## src/flash_pe_pkg.sv

```systemverilog
// Constants and types for the flash program/erase protection block.
// Assumes an 8-bit register port and a single 100 MHz clock domain.
package flash_pe_pkg;

  localparam int ADDR_W = 8;
  localparam int DATA_W = 8;
  localparam int BLK_W = 8;

  localparam logic [7:0] OFS_CTRL_ONE = 8'h00;
  localparam logic [7:0] OFS_CTRL_TWO = 8'h01;
  localparam logic [7:0] OFS_EBS_ONE = 8'h02;
  localparam logic [7:0] OFS_EBS_TWO = 8'h03;
  localparam logic [7:0] OFS_INT_STATUS = 8'h04;
  localparam logic [7:0] OFS_INT_MASK = 8'h05;
  localparam logic [7:0] OFS_STATE = 8'h06;

  localparam int ERR_BIT = 7;
  localparam logic [7:0] CTRL_RESET = 8'h00;
  localparam logic [7:0] EBS_RESET = 8'h00;
  localparam logic [1:0] INT_RESET = 2'h0;
  localparam int EV_ERROR = 0;
  localparam int EV_DONE = 1;

  localparam logic [7:0] CMD_READ = 8'h00;
  localparam logic [7:0] CMD_AUTO_PROG = 8'h40;
  localparam logic [7:0] CMD_AUTO_ERASE = 8'h20;
  localparam logic [7:0] CMD_STATUS = 8'h71;
  localparam logic [7:0] AUTO_PROG_BYTES = 8'h80;
  localparam logic [7:0] BYTE_LAST = 8'h7F;

  typedef struct packed {
    logic swe;
    logic esu;
    logic psu;
    logic ev;
    logic pv;
    logic e;
    logic p;
  } ctrl_t;

  typedef struct packed {
    logic flash_read;
    logic exception_start;
    logic sleep_exec;
  } cpu_event_t;

  typedef struct packed {
    logic [ADDR_W-1:0] addr;
    logic [DATA_W-1:0] wdata;
    logic wr;
    logic rd;
  } reg_req_t;

  typedef enum logic [2:0] {
    PM_READ = 3'b000,
    PM_PROG_ADDR = 3'b001,
    PM_PROG_DATA = 3'b010,
    PM_ERASE_CONF = 3'b011,
    PM_STATUS_CONF = 3'b100,
    PM_BUSY = 3'b101,
    PM_STATUS = 3'b110
  } pm_state_t;

endpackage

```

## src/flash_pe_protect.sv

```systemverilog
// Flash program/erase protection: control registers, error protection,
// interrupt masking and the programmer-mode command sequencer.
// Assumes CPU event strobes and pins are synchronous to ref_clk.
`timescale 1ns/1ns
module flash_pe_protect (
  input wire logic ref_clk,
  input wire logic rst,
  input wire flash_pe_pkg::reg_req_t reg_req,
  output logic [flash_pe_pkg::DATA_W-1:0] rdata,
  input wire logic flash_write_enable_pin,
  input wire logic standby_entry,
  input wire logic hw_standby,
  input wire logic boot_running,
  input wire flash_pe_pkg::cpu_event_t cpu_event,
  output logic program_mode_one,
  output logic program_mode_two,
  output logic erase_mode_one,
  output logic erase_mode_two,
  output logic verify_mode_one,
  output logic verify_mode_two,
  output logic [flash_pe_pkg::BLK_W-1:0] erase_enable_one,
  output logic [flash_pe_pkg::BLK_W-1:0] erase_enable_two,
  output logic cpu_int_mask,
  output logic read_data_invalid,
  output logic irq,
  input wire logic pm_cmd_wr,
  input wire logic [7:0] pm_cmd_data,
  input wire logic pm_auto_done,
  input wire logic pm_auto_fail,
  output logic pm_start_prog,
  output logic pm_start_erase,
  output logic [7:0] pm_status
);
  import flash_pe_pkg::*;

  ////////////////////////////////////////////////////////////////////////
  // Registers
  ctrl_t ctrl_one;
  ctrl_t ctrl_two;
  logic [BLK_W-1:0] ebs_one;
  logic [BLK_W-1:0] ebs_two;
  logic flash_error_flag;
  logic [1:0] int_status;
  logic [1:0] int_mask;
  logic pe_active_q;

  ////////////////////////////////////////////////////////////////////////
  // Decode
  wire wr_ctrl_one = reg_req.wr && reg_req.addr == OFS_CTRL_ONE;
  wire wr_ctrl_two = reg_req.wr && reg_req.addr == OFS_CTRL_TWO;
  wire wr_ebs_one = reg_req.wr && reg_req.addr == OFS_EBS_ONE;
  wire wr_ebs_two = reg_req.wr && reg_req.addr == OFS_EBS_TWO;
  wire wr_int_status = reg_req.wr && reg_req.addr == OFS_INT_STATUS;
  wire wr_int_mask = reg_req.wr && reg_req.addr == OFS_INT_MASK;
  wire ctrl_t wctrl = ctrl_t'(reg_req.wdata[6:0]);

  wire pin_clear = !flash_write_enable_pin;
  wire reg_clear = pin_clear || standby_entry || hw_standby;

  // Any program or erase bit set in either control register
  wire pe_bits_set = ctrl_one.p || ctrl_one.e || ctrl_two.p || ctrl_two.e;

  wire err_event = pe_bits_set &&
    (cpu_event.flash_read || cpu_event.exception_start ||
     cpu_event.sleep_exec);

  ////////////////////////////////////////////////////////////////////////
  // Mode outputs
  // write-enable gating, abort on error
  wire run_one = ctrl_one.swe && !flash_error_flag;
  wire run_two = ctrl_two.swe && !flash_error_flag;
  // set one main region, set two upper region
  assign program_mode_one = run_one && ctrl_one.p;
  assign program_mode_two = run_two && ctrl_two.p;
  assign erase_mode_one = run_one && ctrl_one.e;
  assign erase_mode_two = run_two && ctrl_two.e;
  assign verify_mode_one = ctrl_one.swe && (ctrl_one.pv || ctrl_one.ev);
  assign verify_mode_two = ctrl_two.swe && (ctrl_two.pv || ctrl_two.ev);
  assign erase_enable_one = erase_mode_one ? ebs_one : '0;
  assign erase_enable_two = erase_mode_two ? ebs_two : '0;

  assign cpu_int_mask = pe_bits_set || boot_running;
  assign read_data_invalid = pe_bits_set;

  wire pe_active = program_mode_one || program_mode_two ||
    erase_mode_one || erase_mode_two;
  wire done_event = pe_active_q && !pe_active;

  ////////////////////////////////////////////////////////////////////////
  // Control registers
  always_ff @(posedge ref_clk or posedge rst) begin
    if (rst) begin
      ctrl_one <= ctrl_t'(CTRL_RESET[6:0]);
    end else if (reg_clear) begin
      ctrl_one <= ctrl_t'(CTRL_RESET[6:0]);
    end else if (wr_ctrl_one) begin
      ctrl_one <= wctrl;
    end
  end

  always_ff @(posedge ref_clk or posedge rst) begin
    if (rst) begin
      ctrl_two <= ctrl_t'(CTRL_RESET[6:0]);
    end else if (reg_clear) begin
      ctrl_two <= ctrl_t'(CTRL_RESET[6:0]);
    end else if (wr_ctrl_two) begin
      ctrl_two <= wctrl;
    end
  end

  always_ff @(posedge ref_clk or posedge rst) begin
    if (rst) begin
      ebs_one <= EBS_RESET;
      ebs_two <= EBS_RESET;
    end else if (reg_clear) begin
      ebs_one <= EBS_RESET;
      ebs_two <= EBS_RESET;
    end else begin
      if (wr_ebs_one) begin
        ebs_one <= reg_req.wdata;
      end
      if (wr_ebs_two) begin
        ebs_two <= reg_req.wdata;
      end
    end
  end

  ////////////////////////////////////////////////////////////////////////
  // Error flag
  always_ff @(posedge ref_clk or posedge rst) begin
    if (rst) begin
      flash_error_flag <= 1'b0;
    end else if (err_event) begin
      flash_error_flag <= 1'b1;
    end else if (hw_standby) begin
      flash_error_flag <= 1'b0;
    end
  end

  ////////////////////////////////////////////////////////////////////////
  // Event status and mask
  wire [1:0] ev_set = {done_event, err_event && !flash_error_flag};
  wire [1:0] w1c = wr_int_status ? reg_req.wdata[1:0] : 2'h0;
  wire [1:0] next_int_status = ev_set | (int_status & ~w1c);

  always_ff @(posedge ref_clk or posedge rst) begin
    if (rst) begin
      int_status <= INT_RESET;
      int_mask <= INT_RESET;
      pe_active_q <= 1'b0;
    end else begin
      int_status <= next_int_status;
      pe_active_q <= pe_active;
      if (wr_int_mask) begin
        int_mask <= reg_req.wdata[1:0];
      end
    end
  end

  assign irq = |(int_status & int_mask);

  ////////////////////////////////////////////////////////////////////////
  // Read path
  logic [DATA_W-1:0] rd_mux;
  always_comb begin
    case (reg_req.addr)
      OFS_CTRL_ONE: rd_mux = {1'b0, ctrl_one};
      OFS_CTRL_TWO: rd_mux = {flash_error_flag, ctrl_two};
      OFS_EBS_ONE: rd_mux = ebs_one;
      OFS_EBS_TWO: rd_mux = ebs_two;
      OFS_INT_STATUS: rd_mux = {6'h00, int_status};
      OFS_INT_MASK: rd_mux = {6'h00, int_mask};
      OFS_STATE: rd_mux = {4'h0, cpu_int_mask, pe_active,
                           verify_mode_two, verify_mode_one};
      default: rd_mux = 8'h00;
    endcase
  end

  always_ff @(posedge ref_clk or posedge rst) begin
    if (rst) begin
      rdata <= 8'h00;
    end else begin
      rdata <= reg_req.rd ? rd_mux : 8'h00;
    end
  end

  ////////////////////////////////////////////////////////////////////////
  // programmer mode sequencer
  pm_state_t pm_state;
  pm_state_t next_pm_state;
  logic [7:0] pm_count;
  logic pm_done;
  logic pm_fail;
  logic pm_prog;

  always_comb begin
    next_pm_state = pm_state;
    case (pm_state)
      PM_READ, PM_STATUS: begin
        if (pm_cmd_wr) begin
          case (pm_cmd_data)
            CMD_AUTO_PROG: next_pm_state = PM_PROG_ADDR;
            CMD_AUTO_ERASE: next_pm_state = PM_ERASE_CONF;
            CMD_STATUS: next_pm_state = PM_STATUS_CONF;
            default: next_pm_state = PM_READ;
          endcase
        end
      end
      PM_PROG_ADDR: begin
        if (pm_cmd_wr) begin
          next_pm_state = PM_PROG_DATA;
        end
      end
      PM_PROG_DATA: begin
        if (pm_cmd_wr && pm_count == BYTE_LAST) begin
          next_pm_state = PM_BUSY;
        end
      end
      PM_ERASE_CONF: begin
        if (pm_cmd_wr) begin
          next_pm_state = pm_cmd_data == CMD_AUTO_ERASE ? PM_BUSY : PM_READ;
        end
      end
      PM_STATUS_CONF: begin
        if (pm_cmd_wr) begin
          next_pm_state = pm_cmd_data == CMD_STATUS ? PM_STATUS : PM_READ;
        end
      end
      PM_BUSY: begin
        if (pm_auto_done) begin
          next_pm_state = PM_STATUS;
        end
      end
      default: next_pm_state = PM_READ;
    endcase
  end

  wire pm_enter_busy = next_pm_state == PM_BUSY && pm_state != PM_BUSY;
  wire pm_count_step = pm_state == PM_PROG_DATA && pm_cmd_wr;

  always_ff @(posedge ref_clk or posedge rst) begin
    if (rst) begin
      pm_state <= PM_READ;
      pm_count <= 8'h00;
      pm_done <= 1'b0;
      pm_fail <= 1'b0;
      pm_prog <= 1'b0;
      pm_start_prog <= 1'b0;
      pm_start_erase <= 1'b0;
    end else begin
      pm_state <= next_pm_state;
      pm_count <= pm_count_step ? pm_count + 8'h01 :
                  (pm_state == PM_PROG_DATA ? pm_count : 8'h00);
      pm_start_prog <= pm_enter_busy && pm_state == PM_PROG_DATA;
      pm_start_erase <= pm_enter_busy && pm_state == PM_ERASE_CONF;
      if (pm_enter_busy) begin
        pm_done <= 1'b0;
        pm_fail <= 1'b0;
        pm_prog <= pm_state == PM_PROG_DATA;
      end else if (pm_state == PM_BUSY && pm_auto_done) begin
        pm_done <= 1'b1;
        pm_fail <= pm_auto_fail;
      end
    end
  end

  // Status: bit7 done, bit6 normal end, bit5 fail, bit4 last was program
  assign pm_status = {pm_done, pm_done && !pm_fail, pm_fail, pm_prog,
                      4'h0};

endmodule // flash_pe_protect

```

## config.mk

```make
export PLATFORM = sky130hd
export DESIGN_NAME = flash_pe_protect
export DESIGN_NICKNAME = d
export VERILOG_FILES = /design/src/flash_pe_pkg.sv /design/src/flash_pe_protect.sv
export SDC_FILE = /design/constraint.sdc
export NUM_CORES = 1
export LEC_CHECK = 0
export ABC_AREA = 1
export ABC_CLOCK_PERIOD_IN_PS = 2500
export CAP_MARGIN = 0
export CORE_MARGIN = 2
export CORE_UTILIZATION = 30
export CTS_CLUSTER_DIAMETER = 30
export DETAILED_ROUTE_END_ITERATION = 16
export DONT_BUFFER_PORTS = 1
export GPL_TIMING_DRIVEN = 0
export PLACE_DENSITY = 0.4
export RECOVER_POWER = 100
export SLEW_MARGIN = 5
export SYNTH_ARGS = -nofsm -noshare
export SYNTH_HDL_FRONTEND = slang
export SYNTH_SLANG_ARGS = --single-unit
```

## constraint.sdc

```tcl
create_clock -name ref_clk -period 2.5 [get_ports ref_clk]
set_clock_uncertainty 0.2 [all_clocks]
set_input_delay 0.625 -clock ref_clk [delete_from_list [all_inputs] [get_ports ref_clk]]
set_output_delay 0.625 -clock ref_clk [all_outputs]
set_load 0.005 [all_outputs]
```

; ---- Word level (Yosys, flattened, before mapping)
; Index checks and enable logic that the tools add are counted.
[totals]
regBits = 60
latch_bits = 0
ram_bits = 0
rom_bits = 0
word_cells = 134
n_memories = 0
[classes]
add_sub_neg = 1
multipliers = 0
div_mod_pow = 0
order_cmp = 0
eq_ne = 19
shifts = 0
mux = 31
bitwise_logic = 4
n_reduce_logical = 51
[op_table]
columns = op, n
row1 = $mux 8, 9
row2 = $pmux 8 s7, 1
row3 = $mux 7, 4
row4 = $eq 8x3->1 const B, 3
row5 = $eq 8x7->1 const B, 3
row6 = $logic_and 1x1->1, 24
row7 = $mux 3, 8
row8 = $pmux 3 s6, 1
row9 = $eq 8x2->1 const B, 2
row10 = $logic_or 1x1->1, 13
row11 = $eq 3x3->1 const B, 4
row12 = $reduce_bool 2->1, 6
row13 = $pmux 3 s3, 1
row14 = $add 8x1->8 const B, 1
row15 = $eq 8x1->1 const B, 1
row16 = $eq 8x6->1 const B, 1
row17 = $logic_not 8->1, 1
row18 = $eq 3x2->1 const B, 2
row19 = $mux 1, 6
row20 = $and 2x2->2, 2
row21 = $logic_not 1->1, 4
row22 = $reduce_or 2->1, 2
row23 = $eq 3x1->1 const B, 1
row24 = $logic_not 3->1, 1
row25 = 5 further kinds, 5

; ---- Logic depth before layout (Yosys ltp)
[logic_depth]
word_depth = 9
depth_mapped = 10

; ---- Worst setup path after synthesis
; Ideal clock, no wire load.
[synth_timing]
path_kind = input -> register
from = in reg_req[15] (netlist bit)
to = reg ebs_two[0]
setup_time_ns = 0.121
t_arrival_ns = 1.557
required_time_ns = 2.179
path_slack_ns = 0.622
path_stages = 7
path_buffers = 1
path_cell_list = nor2_1 > nand2_4 > nor3_4 > a21oi_4 > buf_6 > nand2_2 > o21ai_2
[synth_via]
elab_chain_cells = 3
[synth_lines]
columns = item, line_no
row1 = from (decl), flash_pe_protect.sv:8  ; input wire flash_pe_pkg::reg_req_t reg_req,
row2 = $eq 8x2->1, flash_pe_protect.sv:52  ; wire wr_ebs_two = reg_req.wr && reg_req.addr == OFS_EBS_TWO;
row3 = $logic_and 1x1->1, flash_pe_protect.sv:52
row4 = $reduce_bool 2->1 (no line), -
row5 = to (signal assigned), flash_pe_protect.sv:123  ; ebs_two <= reg_req.wdata;
row6 = to (decl), flash_pe_protect.sv:41  ; logic [BLK_W-1:0] ebs_two;
; Every way passes these cells.
; A chain may end at the register's enable or synchronous reset.

; ---- Worst setup path after layout
[layout_timing]
from = in reg_req[15] (netlist bit)
to = reg ebs_two[1]
; The elaborated chain is that of the path after synthesis.

==> results.toml <==
[logic_synthesis]
syn_area_per_cell_sq_um = 7.55
yosysWarnings = 0
syn-cell-area_sq_mm = 0.00337
synth-seq-cells = 60
synth_top_area_frac = 0.446
async_reset_ff_frac = 1.00
synth_seq_area_share = 0.446
synthFlopType = "dfrtp_1"
synth-edff-count = 0
yosysMostFrequentCell = "nand2_1"
netlist_instances = 446
synth_top_area_cell = "dfrtp_1"
synth_area_leaders = "dfrtp_1 45%, nand2_1 14%, nor2_1 7.0%"
synth_common_cells = "124 x nand2_1, 63 x nor2_1, 60 x dfrtp_1"
synth_cell_types = 33

[cells_and_area]
layout.cells.non_filler = 604
area_growth_pct = 8.21
layout.nets = 499
drive_gt1_frac = 0.103
diodes = 0
fin_util = 0.335
finish.instance_area_sq_mm = 0.00365

[route]
avgRoutedWirePerCell_um = 14.6
drc = 0
num_vias = 2762
detail_route.first_pass.iterations = 4
drtIter0Drc = 172
wl_um = 8800
drt-vias-per-instance = 4.57
ant_nets = 0

[clocking]
cts_hold_buf = 0
cts_tree = "built"
clk_pin_slew_worst_paths_ns = 0.08
clk_latency_ns = 0.35
clk_path_buf_depth = 2
cts_buffers = 9
cts-htree-levels = 3
clkSinkCount = 60
cts-root-buf = "clkbuf_8"

[critical_path]
critical_path_class = "in -> reg"
cp-start-kind = "input port"
cpMaxStageDelayCell = "nor3_1"
crit_arrival_ns = 2.30
worstPathCellList = "nor2_1 -> nand2_1 -> nor3_1 -> a21oi_4 -> clkbuf_2 -> nand2_1 -> o21ai_2"
endpoint_kind = "flip-flop"
crit_required_ns = 2.54
critPathTopFamily = "simple AND/OR/NAND/NOR gates"
path_max_fanout = 10
worst-path-buf-inv = 1
r2r_slack_ns = 0.44
slowest_delay_ns = 0.72
cp_common_cell = "nand2_1"

[outcome]
outcome = "finished clean"

[placed_design]
dpl_cell_area_sq_mm = 0.00356
placed_cells_incl_taps = 589
place_congestion = 0.829
port_buffers = 0
dpl.hpwl_um = 6770

[floorplanning]
core_sq_mm = 0.0109
rows = 38
initial_core_util = 0.309
fp.dieW_um = 110
dieArea_sq_mm = 0.0121
pin_count = 81
die_height_um = 110

[power_and_ir_drop]
vdd_drop_max_v = 0.000349
p_leak_uw = 0.00178
power_density_mw_per_mm2 = 653
p_total_uw = 2380

[timing]
worstMarginPinSlew_ns = 1.29
relSlewSlack = 0.139
finalSetupViolCount = 0
hold_viol_final = 0
period_share = 0.907
report.final.slew_viol_count = 0
fin_crit_ns = 2.27
grt_setup_unrepaired = "false"
whs_ns = 0.164
clock.fmax_mhz = 441

[run]
maxCapViolCount = 0

[grt]
grt_pass1_vias = 2725
grt_usage = 0.156
grt_overflow_total = 0
grt_pass1_wl_um = 14100
antenna_found_initial = 0
grt_max_degree = 61

[min_path]
hold_class = "in -> reg"
## worst paths after layout
| check | cells after the start | to | from |
|---|---|---|---|
| max in group asynchronous | 1 | ebs_two[2]$_DFFE_PP0P_ | rst |
| worst min-delay path | 1 | flash_error_flag$_DFFE_PP0P_ | hw_standby |
| min in group asynchronous | 1 | pm_state[2]$_DFF_PP0_ | rst |
| worst max-delay path | 7 | ebs_two[1]$_DFFE_PP0P_ | reg_req[15] |
| worst max register to register | 8 | pm_fail$_DFFE_PP0P_ | pm_state[1]$_DFF_PP0_ |
| worst min register to register | 2 | ctrl_two[5]$_DFFE_PP0P_ | ctrl_two[5]$_DFFE_PP0P_ |
## registers in the layout, indices dropped and copies added, names as in the netlist, 2 cells and up
| register | cells |
|---|---|
| ctrl_one | 7 |
| int_mask | 2 |
| rdata | 8 |
| int_status | 2 |
| ebs_two | 8 |
| pm_count | 8 |
| pm_state | 3 |
| ebs_one | 8 |
| ctrl_two | 7 |
## cell type report
type | instances | area (sq um)
inverter | 57 | 214
buffer | 14 | 92.6
multi-input combinational | 318 | 1470
sequential | 60 | 1500
clock inverter | 5 | 52.6
tap | 140 | 175
clock buffer | 10 | 138
fill | 1191 | 7240
## logic make-up after synthesis
group / synth area share
compound gates: 0.131
buf+inv: 0.0965
other cells: 0.00111
fa+ha+maj: 0.00371
simple gates: 0.322
flops: 0.446
## report_power, final
group / leakage [uW] / internal [uW] / switching, uW
Clock: 0.0000979 / 476 / 407
Sequential: 0.000813 / 1040 / 58.0
Combinational: 0.000866 / 140 / 260
Total: 0.00178 / 1660 / 724
## stage by stage
stage / setup slack [ns] / setup TNS [ns]
2_1_floorplan: 0.190 / 0
3_5_place_dp: 0.381 / 0
3_3_place_gp: -0.680 / -40.56
5_1_grt: 0.0532 / 0
6_report: 0.233 / 0
4_1_cts: 0.0373 / 0
## metal layers
layer	track usage	share of wire	up-vias
li1	-	-	1424
met1	0.199	0.45	1249
met2	0.254	0.47	81
met3	0.0494	0.068	8
met4	0.0434	0.011	0
met5	0	0	-
## placed cells by master (no fill, tap or decap), types with 7 or more instances in the layout
| cell | instances |
|---|---|
| clkbuf_8 | 10 |
| nand2_1 | 127 |
| inv_1 | 56 |
| dfrtp_1 | 60 |
| o21ai_0 | 28 |
| nand3_1 | 32 |
| a21oi_1 | 13 |
| nor2_1 | 65 |
| o21ai_2 | 10 |
| nor3_1 | 7 |
## what timing repair did
| item | 4_1_cts | 5_1_grt |
|---|---|---|
| resized for setup | 1 | 1 |
| gates cloned | 0 | 0 |
| setup buffers | 0 | 0 |
| setup endpoints to repair | 2 | 8 |
(Power assumes the default switching activity.)
